$ cat src/verilog/mccdo_pkg.sv
package mccdo_pkg;
  // Register byte offsets on the bus
  localparam logic [9:0] OFS_CMD    = 10'h000;  // Instruction issue, write only
  localparam logic [9:0] OFS_WREG   = 10'h004;  // Working register
  localparam logic [9:0] OFS_STATUS = 10'h008;  // Flags and execution state
  localparam logic [9:0] OFS_CTRL   = 10'h00C;  // Prescaler owner and irq mask
  localparam logic [9:0] OFS_WDOG   = 10'h010;  // Watchdog counter and prescaler
  localparam logic [9:0] OFS_FILE   = 10'h100;  // First file register word
  localparam int         FILE_WORDS = 64;       // File registers 0 to 63
  // Command word fields
  localparam int CMD_OP_LSB   = 0;
  localparam int CMD_OP_W     = 4;
  localparam int CMD_ADDR_LSB = 8;
  localparam int CMD_ADDR_W   = 6;
  localparam int CMD_DEST_BIT = 16;
  // Status bit positions
  localparam int ST_ZERO   = 0;
  localparam int ST_CARRY  = 1;
  localparam int ST_SLEEP  = 2;
  localparam int ST_EXPIRY = 3;
  localparam int ST_BUSY   = 4;
  localparam int ST_SKIP   = 5;
  // Control bit positions
  localparam int CT_PSA = 0;
  localparam int CT_GIE = 1;
  // Operation codes carried in the command word
  localparam logic [3:0] OP_CLEAR_REG  = 4'h1;  // clear_register_op
  localparam logic [3:0] OP_COMPL_REG  = 4'h2;  // complement_register_op
  localparam logic [3:0] OP_WDOG_CLEAR = 4'h3;  // watchdog_clear_op
  localparam logic [3:0] OP_COMPARE    = 4'h4;  // compare_register_op
  localparam logic [3:0] OP_DEC_ADJ    = 4'h5;  // decimal_adjust_op
  localparam logic [3:0] OP_DEC_SKIP   = 4'h6;  // decrement_skip_zero_op
  localparam logic [3:0] OP_IRQ_BLOCK  = 4'h7;  // irq_block_op
  localparam logic [3:0] OP_IRQ_UNBLK  = 4'h8;  // irq_unblock_op
  // Decimal adjust constants
  localparam logic [3:0] BCD_MAX_DIGIT = 4'h9;
  localparam logic [8:0] BCD_LO_FIX    = 9'h006;
  localparam logic [8:0] BCD_HI_FIX    = 9'h060;
  // Reset values
  localparam logic [7:0] WREG_RST = 8'h00;
  localparam logic [7:0] FILE_RST = 8'h00;
  localparam logic [7:0] ZERO8    = 8'h00;
  // Execution states, one-hot
  typedef enum logic [1:0] {
    ST_RUN = 2'b01,  // Ready for the next instruction
    ST_NOP = 2'b10   // Discarded slot after a taken skip
  } mccdo_state_t;
endpackage : mccdo_pkg

$ cat src/verilog/mccdo_core.sv
`timescale 1ns/1ps
module mccdo_core #(
  parameter int WDOG_W  = 8,  // Watchdog counter width
  parameter int PRESC_W = 3   // Shared prescaler width
) (
  input  wire logic                 MCLK,
  input  wire logic                 RST_N,
  input  wire logic                 WB_CYC_I,
  input  wire logic                 WB_STB_I,
  input  wire logic                 WB_WE_I,
  input  wire logic [9:0]           WB_ADR_I,
  input  wire logic [3:0]           WB_SEL_I,
  input  wire logic [31:0]          WB_DAT_I,
  output logic      [31:0]          WB_DAT_O,
  output logic                      WB_ACK_O,
  output logic                      GIE_OUT,
  output logic                      NOP_SLOT
);
  import mccdo_pkg::*;

  // Storage
  logic [7:0]         file_mem [FILE_WORDS];  // File registers
  logic [7:0]         wreg_r;                 // Working register
  logic               zero_r;                 // result_null_flag
  logic               carry_r;                // arith_overflow_bit
  logic               sleep_r;                // sleep_flag
  logic               expiry_r;               // expiry_flag
  logic               psa_r;                  // Prescaler assigned to watchdog
  logic               gie_r;                  // global_irq_mask_bit
  logic               skip_r;                 // Last decrement skipped
  logic [WDOG_W-1:0]  wdog_r;                 // watchdog_counter
  logic [PRESC_W-1:0] presc_r;                // shared_prescaler
  mccdo_state_t       state_r;                // Execution state
  logic               ack_r;                  // Bus answer
  logic [31:0]        rdat_r;                 // Read data

  // Bus decode
  wire        bus_req  = WB_CYC_I & WB_STB_I;
  wire        hit_cmd  = (WB_ADR_I == OFS_CMD);
  wire        hit_wreg = (WB_ADR_I == OFS_WREG);
  wire        hit_stat = (WB_ADR_I == OFS_STATUS);
  wire        hit_ctrl = (WB_ADR_I == OFS_CTRL);
  wire        hit_wdog = (WB_ADR_I == OFS_WDOG);
  wire        hit_file = (WB_ADR_I >= OFS_FILE) && (WB_ADR_I[1:0] == 2'b00) &&
                         (WB_ADR_I < OFS_FILE + 10'(FILE_WORDS * 4));
  wire [5:0]  bus_fidx = 6'((WB_ADR_I - OFS_FILE) >> 2);
  wire        busy     = (state_r == ST_NOP);
  // A command is held off while the skip slot runs, so the master waits
  wire        stall    = hit_cmd & WB_WE_I & busy;
  wire        bus_wr   = bus_req & WB_WE_I & ack_r & WB_SEL_I[0];

  // Command fields
  wire [3:0]  op       = WB_DAT_I[CMD_OP_LSB +: CMD_OP_W];
  wire [5:0]  faddr    = WB_DAT_I[CMD_ADDR_LSB +: CMD_ADDR_W];
  wire        dest_f   = WB_DAT_I[CMD_DEST_BIT];
  wire        cmd_fire = bus_wr & hit_cmd;
  wire [7:0]  fval     = file_mem[faddr];

  // Decimal adjust: low digit first, then high digit with carry
  wire        lo_fix   = wreg_r[3:0] > BCD_MAX_DIGIT;
  wire [8:0]  daa_s1   = {1'b0, wreg_r} + (lo_fix ? BCD_LO_FIX : 9'h000);
  wire        hi_fix   = carry_r | daa_s1[8] | (daa_s1[7:4] > BCD_MAX_DIGIT);
  wire [8:0]  daa_s2   = daa_s1 + (hi_fix ? BCD_HI_FIX : 9'h000);

  // Compare difference, carry means no borrow
  wire [8:0]  cmp_d    = {1'b0, fval} - {1'b0, wreg_r};
  wire [7:0]  dec_v    = fval - 8'h01;

  // Result and write-back selection
  logic [7:0] res;
  logic       upd_z;
  logic       upd_c;
  logic       c_val;
  logic       to_w;
  logic       to_f;
  logic       do_skip;
  always_comb begin
    res     = ZERO8;
    upd_z   = 1'b0;
    upd_c   = 1'b0;
    c_val   = 1'b0;
    to_w    = 1'b0;
    to_f    = 1'b0;
    do_skip = 1'b0;
    case (op)
      OP_CLEAR_REG: begin
        // Always back into the file register
        res   = ZERO8;
        upd_z = 1'b1;
        to_f  = 1'b1;
      end
      OP_COMPL_REG: begin
        res   = ~fval;
        upd_z = 1'b1;
        to_w  = ~dest_f;
        to_f  = dest_f;
      end
      OP_COMPARE: begin
        // Difference only feeds the flags
        res   = cmp_d[7:0];
        upd_z = 1'b1;
        upd_c = 1'b1;
        c_val = ~cmp_d[8];
      end
      OP_DEC_ADJ: begin
        res   = daa_s2[7:0];
        upd_c = 1'b1;
        c_val = hi_fix;
        to_w  = 1'b1;
      end
      OP_DEC_SKIP: begin
        res     = dec_v;
        to_w    = ~dest_f;
        to_f    = dest_f;
        do_skip = (dec_v == ZERO8);
      end
      default: begin
        // Remaining codes touch no datapath result
        res = ZERO8;
      end
    endcase
  end

  // Zero flag follows the result wherever an instruction updates it
  wire        z_val    = (res == ZERO8);
  wire        wd_clear = cmd_fire & (op == OP_WDOG_CLEAR);
  wire        presc_wr = &presc_r;

  // Bus answer, one cycle after the request unless stalled
  always_ff @(posedge MCLK) begin
    if (!RST_N) begin
      ack_r <= 1'b0;
    end else begin
      ack_r <= bus_req & ~ack_r & ~stall;
    end
  end

  // Read data mux, captured when the answer is raised
  wire [31:0] rd_stat = {26'h000_0000, skip_r, busy, expiry_r, sleep_r, carry_r, zero_r};
  wire [31:0] rd_mux  = hit_wreg ? {24'h00_0000, wreg_r} :
                        hit_stat ? rd_stat :
                        hit_ctrl ? {30'h0000_0000, gie_r, psa_r} :
                        hit_wdog ? 32'({presc_r, wdog_r}) :
                        hit_file ? {24'h00_0000, file_mem[bus_fidx]} :
                        32'h0000_0000;
  always_ff @(posedge MCLK) begin
    if (!RST_N) begin
      rdat_r <= 32'h0000_0000;
    end else if (bus_req & ~ack_r & ~stall) begin
      rdat_r <= rd_mux;
    end
  end

  // File registers: instruction write-back or bus write
  always_ff @(posedge MCLK) begin
    if (!RST_N) begin
      for (int i = 0; i < FILE_WORDS; i++) begin
        file_mem[i] <= FILE_RST;
      end
    end else if (cmd_fire & to_f) begin
      file_mem[faddr] <= res;
    end else if (bus_wr & hit_file) begin
      file_mem[bus_fidx] <= WB_DAT_I[7:0];
    end
  end

  // Working register
  always_ff @(posedge MCLK) begin
    if (!RST_N) begin
      wreg_r <= WREG_RST;
    end else if (cmd_fire & to_w) begin
      wreg_r <= res;
    end else if (bus_wr & hit_wreg) begin
      wreg_r <= WB_DAT_I[7:0];
    end
  end

  // Arithmetic flags
  always_ff @(posedge MCLK) begin
    if (!RST_N) begin
      zero_r  <= 1'b0;
      carry_r <= 1'b0;
    end else if (cmd_fire) begin
      if (upd_z) begin
        zero_r <= z_val;
      end
      if (upd_c) begin
        carry_r <= c_val;
      end
    end else if (bus_wr & hit_stat) begin
      zero_r  <= WB_DAT_I[ST_ZERO];
      carry_r <= WB_DAT_I[ST_CARRY];
    end
  end

  // Power flags: watchdog clear sets both, expiry drops on overflow
  always_ff @(posedge MCLK) begin
    if (!RST_N) begin
      sleep_r  <= 1'b1;
      expiry_r <= 1'b1;
    end else if (wd_clear) begin
      sleep_r  <= 1'b1;
      expiry_r <= 1'b1;
    end else if (bus_wr & hit_stat) begin
      sleep_r  <= WB_DAT_I[ST_SLEEP];
      expiry_r <= WB_DAT_I[ST_EXPIRY];
    end else if ((&wdog_r) & (~psa_r | presc_wr)) begin
      expiry_r <= 1'b0;
    end
  end

  // Control bits: prescaler owner and global interrupt mask
  always_ff @(posedge MCLK) begin
    if (!RST_N) begin
      psa_r <= 1'b0;
      gie_r <= 1'b0;
    end else if (cmd_fire & (op == OP_IRQ_BLOCK)) begin
      gie_r <= 1'b0;
    end else if (cmd_fire & (op == OP_IRQ_UNBLK)) begin
      gie_r <= 1'b1;
    end else if (bus_wr & hit_ctrl) begin
      psa_r <= WB_DAT_I[CT_PSA];
      gie_r <= WB_DAT_I[CT_GIE];
    end
  end

  // Watchdog counter, ticking through the prescaler when assigned
  // The prescaler runs free otherwise; its other owner is outside this block
  always_ff @(posedge MCLK) begin
    if (!RST_N) begin
      wdog_r  <= '0;
      presc_r <= '0;
    end else if (wd_clear) begin
      wdog_r <= '0;
      if (psa_r) begin
        presc_r <= '0;
      end else begin
        presc_r <= presc_r + 1'b1;
      end
    end else begin
      presc_r <= presc_r + 1'b1;
      if (~psa_r | presc_wr) begin
        wdog_r <= wdog_r + 1'b1;
      end
    end
  end

  // Skip slot: a taken skip spends one more cycle as a no-operation
  always_ff @(posedge MCLK) begin
    if (!RST_N) begin
      state_r <= ST_RUN;
      skip_r  <= 1'b0;
    end else begin
      case (state_r)
        ST_RUN: begin
          if (cmd_fire & (op == OP_DEC_SKIP)) begin
            skip_r <= do_skip;
            if (do_skip) begin
              state_r <= ST_NOP;
            end
          end
        end
        ST_NOP: begin
          state_r <= ST_RUN;
        end
        default: begin
          state_r <= ST_RUN;
        end
      endcase
    end
  end

  // Outputs
  assign WB_ACK_O = ack_r;
  assign WB_DAT_O = rdat_r;
  assign GIE_OUT  = gie_r;
  assign NOP_SLOT = busy;
endmodule : mccdo_core

$ cat config.mk
export PLATFORM = sky130hd
export DESIGN_NAME = mccdo_core
export DESIGN_NICKNAME = d
export VERILOG_FILES = /design/src/verilog/mccdo_pkg.sv /design/src/verilog/mccdo_core.sv
export SDC_FILE = /design/constraint.sdc
export NUM_CORES = 1
export LEC_CHECK = 0
export BUFFER_PORTS_ARGS = -buffer_cell sky130_fd_sc_hd__buf_2
export CAP_MARGIN = 20
export CORE_ASPECT_RATIO = 1.75
export CORE_MARGIN = 4
export CORE_UTILIZATION = 57
export CTS_CLUSTER_DIAMETER = 150
export DETAILED_ROUTE_END_ITERATION = 7
export GPL_ROUTABILITY_DRIVEN = 0
export HOLD_SLACK_MARGIN = 0.12
export PLACE_DENSITY = 0.74
export RECOVER_POWER = 50
export SLEW_MARGIN = 15
export SYNTH_ARGS = -nofsm -noshare
export SYNTH_HDL_FRONTEND = slang
export SYNTH_SLANG_ARGS = --single-unit
export TNS_END_PERCENT = 30
$ cat constraint.sdc
create_clock -name MCLK -period 9.2 [get_ports MCLK]
set_clock_uncertainty 0.15 [all_clocks]
set_input_delay 1.38 -clock MCLK [delete_from_list [all_inputs] [get_ports MCLK]]
set_output_delay 1.38 -clock MCLK [all_outputs]
set_load 0.02 [all_outputs]
==> out/qor.csv <==
metric,value,unit
number of max-capacitance violations reported,12,
aggregate global routing overflow,0,
leakage power,10.6,nW
row count,111,
worst hold path class,reg2reg,
final-report max-slew violation count,214,
gate family responsible for the most delay along the worst path,buffers and inverters,
Crit Path Class,in2reg,
element type at the critical path start,input pin,
pin count of the biggest net entering global routing,81,
Filler Cells Inserted,3817,
count of placed standard cells including taps,2802,
CTS tree,done,
number of CTS-inserted buffers,47,
ratio of cells with drive above 1 in the final layout,22.6,%
post-cts sizing count,0,
worst reg-to-reg path cell count,8,
number of hold violations in the final report,0,
setup violators final,0,
endpoint class of the critical path,register,
largest fanout of any net on the critical path,67,
maximum clock path buffer count,3,
most used cell along the critical path,sky130_fd_sc_hd__mux2i_1,
relative slew slack,-40.5,%
transition time at the pin with the least slew margin,2.09,ns
result of the run,"complete, but fails checks",
largest stage delay on the critical path,1.22,ns
ratio of final minimum period to clock period,82.0,%
Yosys cell types,76,
insertion delay of the later-clocked pin in the worst-skew pair,0.60,ns
vias in the first global route,21000,
Global Route Usage Sum,32.2,%
first-pass GRT wire length,136000,µm
sink count of the clock tree,552,
Initial Utilization,57.6,%
CTS Hold Bufs,0,
Crit. path cell count,16,
number of flip-flops and latches in the synthesized netlist,552,
critical path buffer and inverter count,5,
average detailed-routed wire length per instance,31.7,µm
cells along the critical path,"buf_8, clkbuf_1, mux4_2, mux2i_1, o211ai_1, o31ai_1, nor2_1, inv_1, ha_1, inv_1, fa_1, mux2i_1, o22ai_1, mux2i_1, clkbuf_1, nor2_1",
violated checks,"max-capacitance violations, max-slew violations",
unrepaired setup endpoints after global routing,no,
cell area power density,172,nW/µm²
Slowest cell on crit path,sky130_fd_sc_hd__clkbuf_1,
share of the yosys chip area belonging to registers,53.6,%
Syn-to-layout area delta,6.84,%
height of the die,312,µm
Routed Wire Length,91700,µm
post-layout min period,7.54,ns
warning count from the yosys run,0,
post-synthesis instance total,2212,
"EDFF count, synth",512,
I/O pin cnt,86,
count of nets after finishing,2244,
Critical Path RT,9.31,ns
share of synthesized flip-flops with an asynchronous set or reset,0,%
x dimension of the die,182,µm
Final ANT Viol Nets,0,
Max H-tree Level,2,
worst-case vdd ir drop,0.000125,V
post-detailed-route DRC marker count,0,
clock transition time at the flip-flop clock pins of the worst setup and hold paths,0.06,ns
core area,52400,µm²
antenna violations before repair,4,
DR vias,20700,
post-synthesis cell area,30200,µm²
final HPWL from detailed placement,64000,µm
number of DRC violations after detailed-routing iteration 0,2975,
post-detailed-route via-to-cell ratio,7.15,
number of setup buffers added after CTS,0,
number of buffers inserted by port buffering,44,
non-filler cells in the finished layout,2892,
area of the die,56800,µm²
syn_area_per_cell,13.6,µm²
cell count of the worst hold path,1,
upper clock frequency limit,133,MHz
Clk Tree Root Cell,sky130_fd_sc_hd__clkbuf_16,
data arrival time of the critical path,7.65,ns
main flop type after synthesis,sky130_fd_sc_hd__edfxtp_1,
Setup Total Neg Slack,0,ns
router iterations before antenna repair,7,
## worst paths after layout
kind,from,end,slack [ns]
worst max-delay path,WB_DAT_I[8],file_mem[9][1],1.66
worst min-delay path,presc_r[0],presc_r[0],0.31
worst max register to register,WB_ACK_O,file_mem[63][3],3.46
worst min register to register,presc_r[0],presc_r[0],0.31
## sequential cells by signal, summed over array words and instances, names as in the netlist
signal	cells
file_mem	512
state_r	2
sleep_r	1
psa_r	1
skip_r	1
GIE_OUT	1
WB_ACK_O	1
wreg_r	8
wdog_r	8
carry_r	1
zero_r	1
expiry_r	1
presc_r	3
WB_DAT_O	11
## synth_stat cells (21+ instances only)
library cell / number / area (µm²)
sky130_fd_sc_hd__edfxtp_1: 512 / 15400
sky130_fd_sc_hd__nor2_1: 510 / 1910
sky130_fd_sc_hd__mux4_2: 297 / 6690
sky130_fd_sc_hd__nand2_1: 194 / 728
sky130_fd_sc_hd__clkbuf_1: 79 / 297
sky130_fd_sc_hd__buf_2: 58 / 290
sky130_fd_sc_hd__mux2i_1: 44 / 440
sky130_fd_sc_hd__a211oi_2: 40 / 500
sky130_fd_sc_hd__dfxtp_1: 40 / 801
sky130_fd_sc_hd__a211oi_1: 35 / 263
sky130_fd_sc_hd__buf_4: 28 / 210
sky130_fd_sc_hd__inv_1: 25 / 93.8
sky130_fd_sc_hd__nand3_1: 24 / 120
sky130_fd_sc_hd__o21ai_0: 22 / 110
sky130_fd_sc_hd__nor3_1: 21 / 105
## per-stage QoR
stage / hold slack, ns / cell area (µm²) / util, % / power (W) / setup WS, ns
2_1_floorplan: 0.270 / 30200 / - / 0.00338 / 3.55
3_3_place_gp: 0.292 / 30800 / 58.8 / 0.00358 / 2.10
3_5_place_dp: 0.308 / 30900 / 58.9 / 0.00361 / 2.05
4_1_cts: 0.318 / 32300 / 61.7 / 0.00553 / 2.63
5_1_grt: 0.345 / 32200 / 61.5 / 0.00567 / 1.16
6_report: 0.312 / 32200 / 61.6 / 0.00554 / 1.66
## cells in the final DEF, fill, tap and decap left out, types with 6 or more instances in the layout
cell type                   instances
sky130_fd_sc_hd__nand3_1           23
sky130_fd_sc_hd__xor2_1             9
sky130_fd_sc_hd__conb_1            21
sky130_fd_sc_hd__buf_4             33
sky130_fd_sc_hd__nor3_1            22
sky130_fd_sc_hd__clkbuf_1          27
sky130_fd_sc_hd__ha_1              16
sky130_fd_sc_hd__xnor2_1           11
sky130_fd_sc_hd__o22ai_1           20
sky130_fd_sc_hd__nor2_1           509
sky130_fd_sc_hd__mux4_2           297
sky130_fd_sc_hd__dfxtp_1           40
sky130_fd_sc_hd__a221oi_1           8
sky130_fd_sc_hd__clkinv_2           6
sky130_fd_sc_hd__edfxtp_1         512
sky130_fd_sc_hd__inv_1             25
sky130_fd_sc_hd__a31oi_1           16
sky130_fd_sc_hd__buf_2             25
sky130_fd_sc_hd__o211ai_1           9
sky130_fd_sc_hd__and2_1             7
sky130_fd_sc_hd__nand4_1            6
sky130_fd_sc_hd__a21oi_1           17
sky130_fd_sc_hd__clkbuf_16         49
sky130_fd_sc_hd__nand2b_1           7
sky130_fd_sc_hd__a211oi_2          40
sky130_fd_sc_hd__or3b_2             6
sky130_fd_sc_hd__o21ai_0           23
sky130_fd_sc_hd__clkinv_1          17
sky130_fd_sc_hd__a211oi_1          35
sky130_fd_sc_hd__a222oi_1           6
sky130_fd_sc_hd__nor2b_1           11
sky130_fd_sc_hd__nand3b_1           8
sky130_fd_sc_hd__and3_1             8
sky130_fd_sc_hd__mux2i_1           43
sky130_fd_sc_hd__nand2_1          194
## power by group
part / internal (W) / total, W / switching [W]
logic: 0.000267 / 0.000711 / 0.000444
clock network: 0.00105 / 0.00197 / 0.000919
registers: 0.00281 / 0.00286 / 0.0000447
## kinds of logic (layout without fill, tap and decap cells)
kind of cell    after synthesis  count (layout)  share of synthesized area (%)
xor+xnor                     20              20                          0.581
other cells                   1              24                         0.0124
buf+inv                     222             201                           3.60
mux                         348             348                           23.9
flops                       552             552                           53.6
simple gates                826             826                           11.3
fa+ha+maj                    18              18                          0.796
compound gates              225             225                           6.20
## final cells by class
| type | instances | area (µm²) | area share, % |
|---|---|---|---|
| clock inverters | 31 | 226 | 0.703 |
| inverters | 27 | 101 | 0.314 |
| diodes | 3 | 7.51 | 0.0233 |
| flip-flops and latches | 552 | 16200 | 50.2 |
| multi-input cells | 1458 | 13000 | 40.4 |
| clock buffers | 54 | 1240 | 3.86 |
| repair buffers | 89 | 589 | 1.83 |
| well taps | 678 | 848 | 2.63 |
## layer usage
metal | vias to the layer above | track usage (%) | part of all wire [%]
met4 | 0 | 25.2 | 10
li1 | 8447 | - | -
met1 | 10300 | 35.4 | 29
met3 | 400 | 6.00 | 10
met2 | 1521 | 54.7 | 51
met5 | - | 0 | 0
Power figures use the tool's default switching activity.
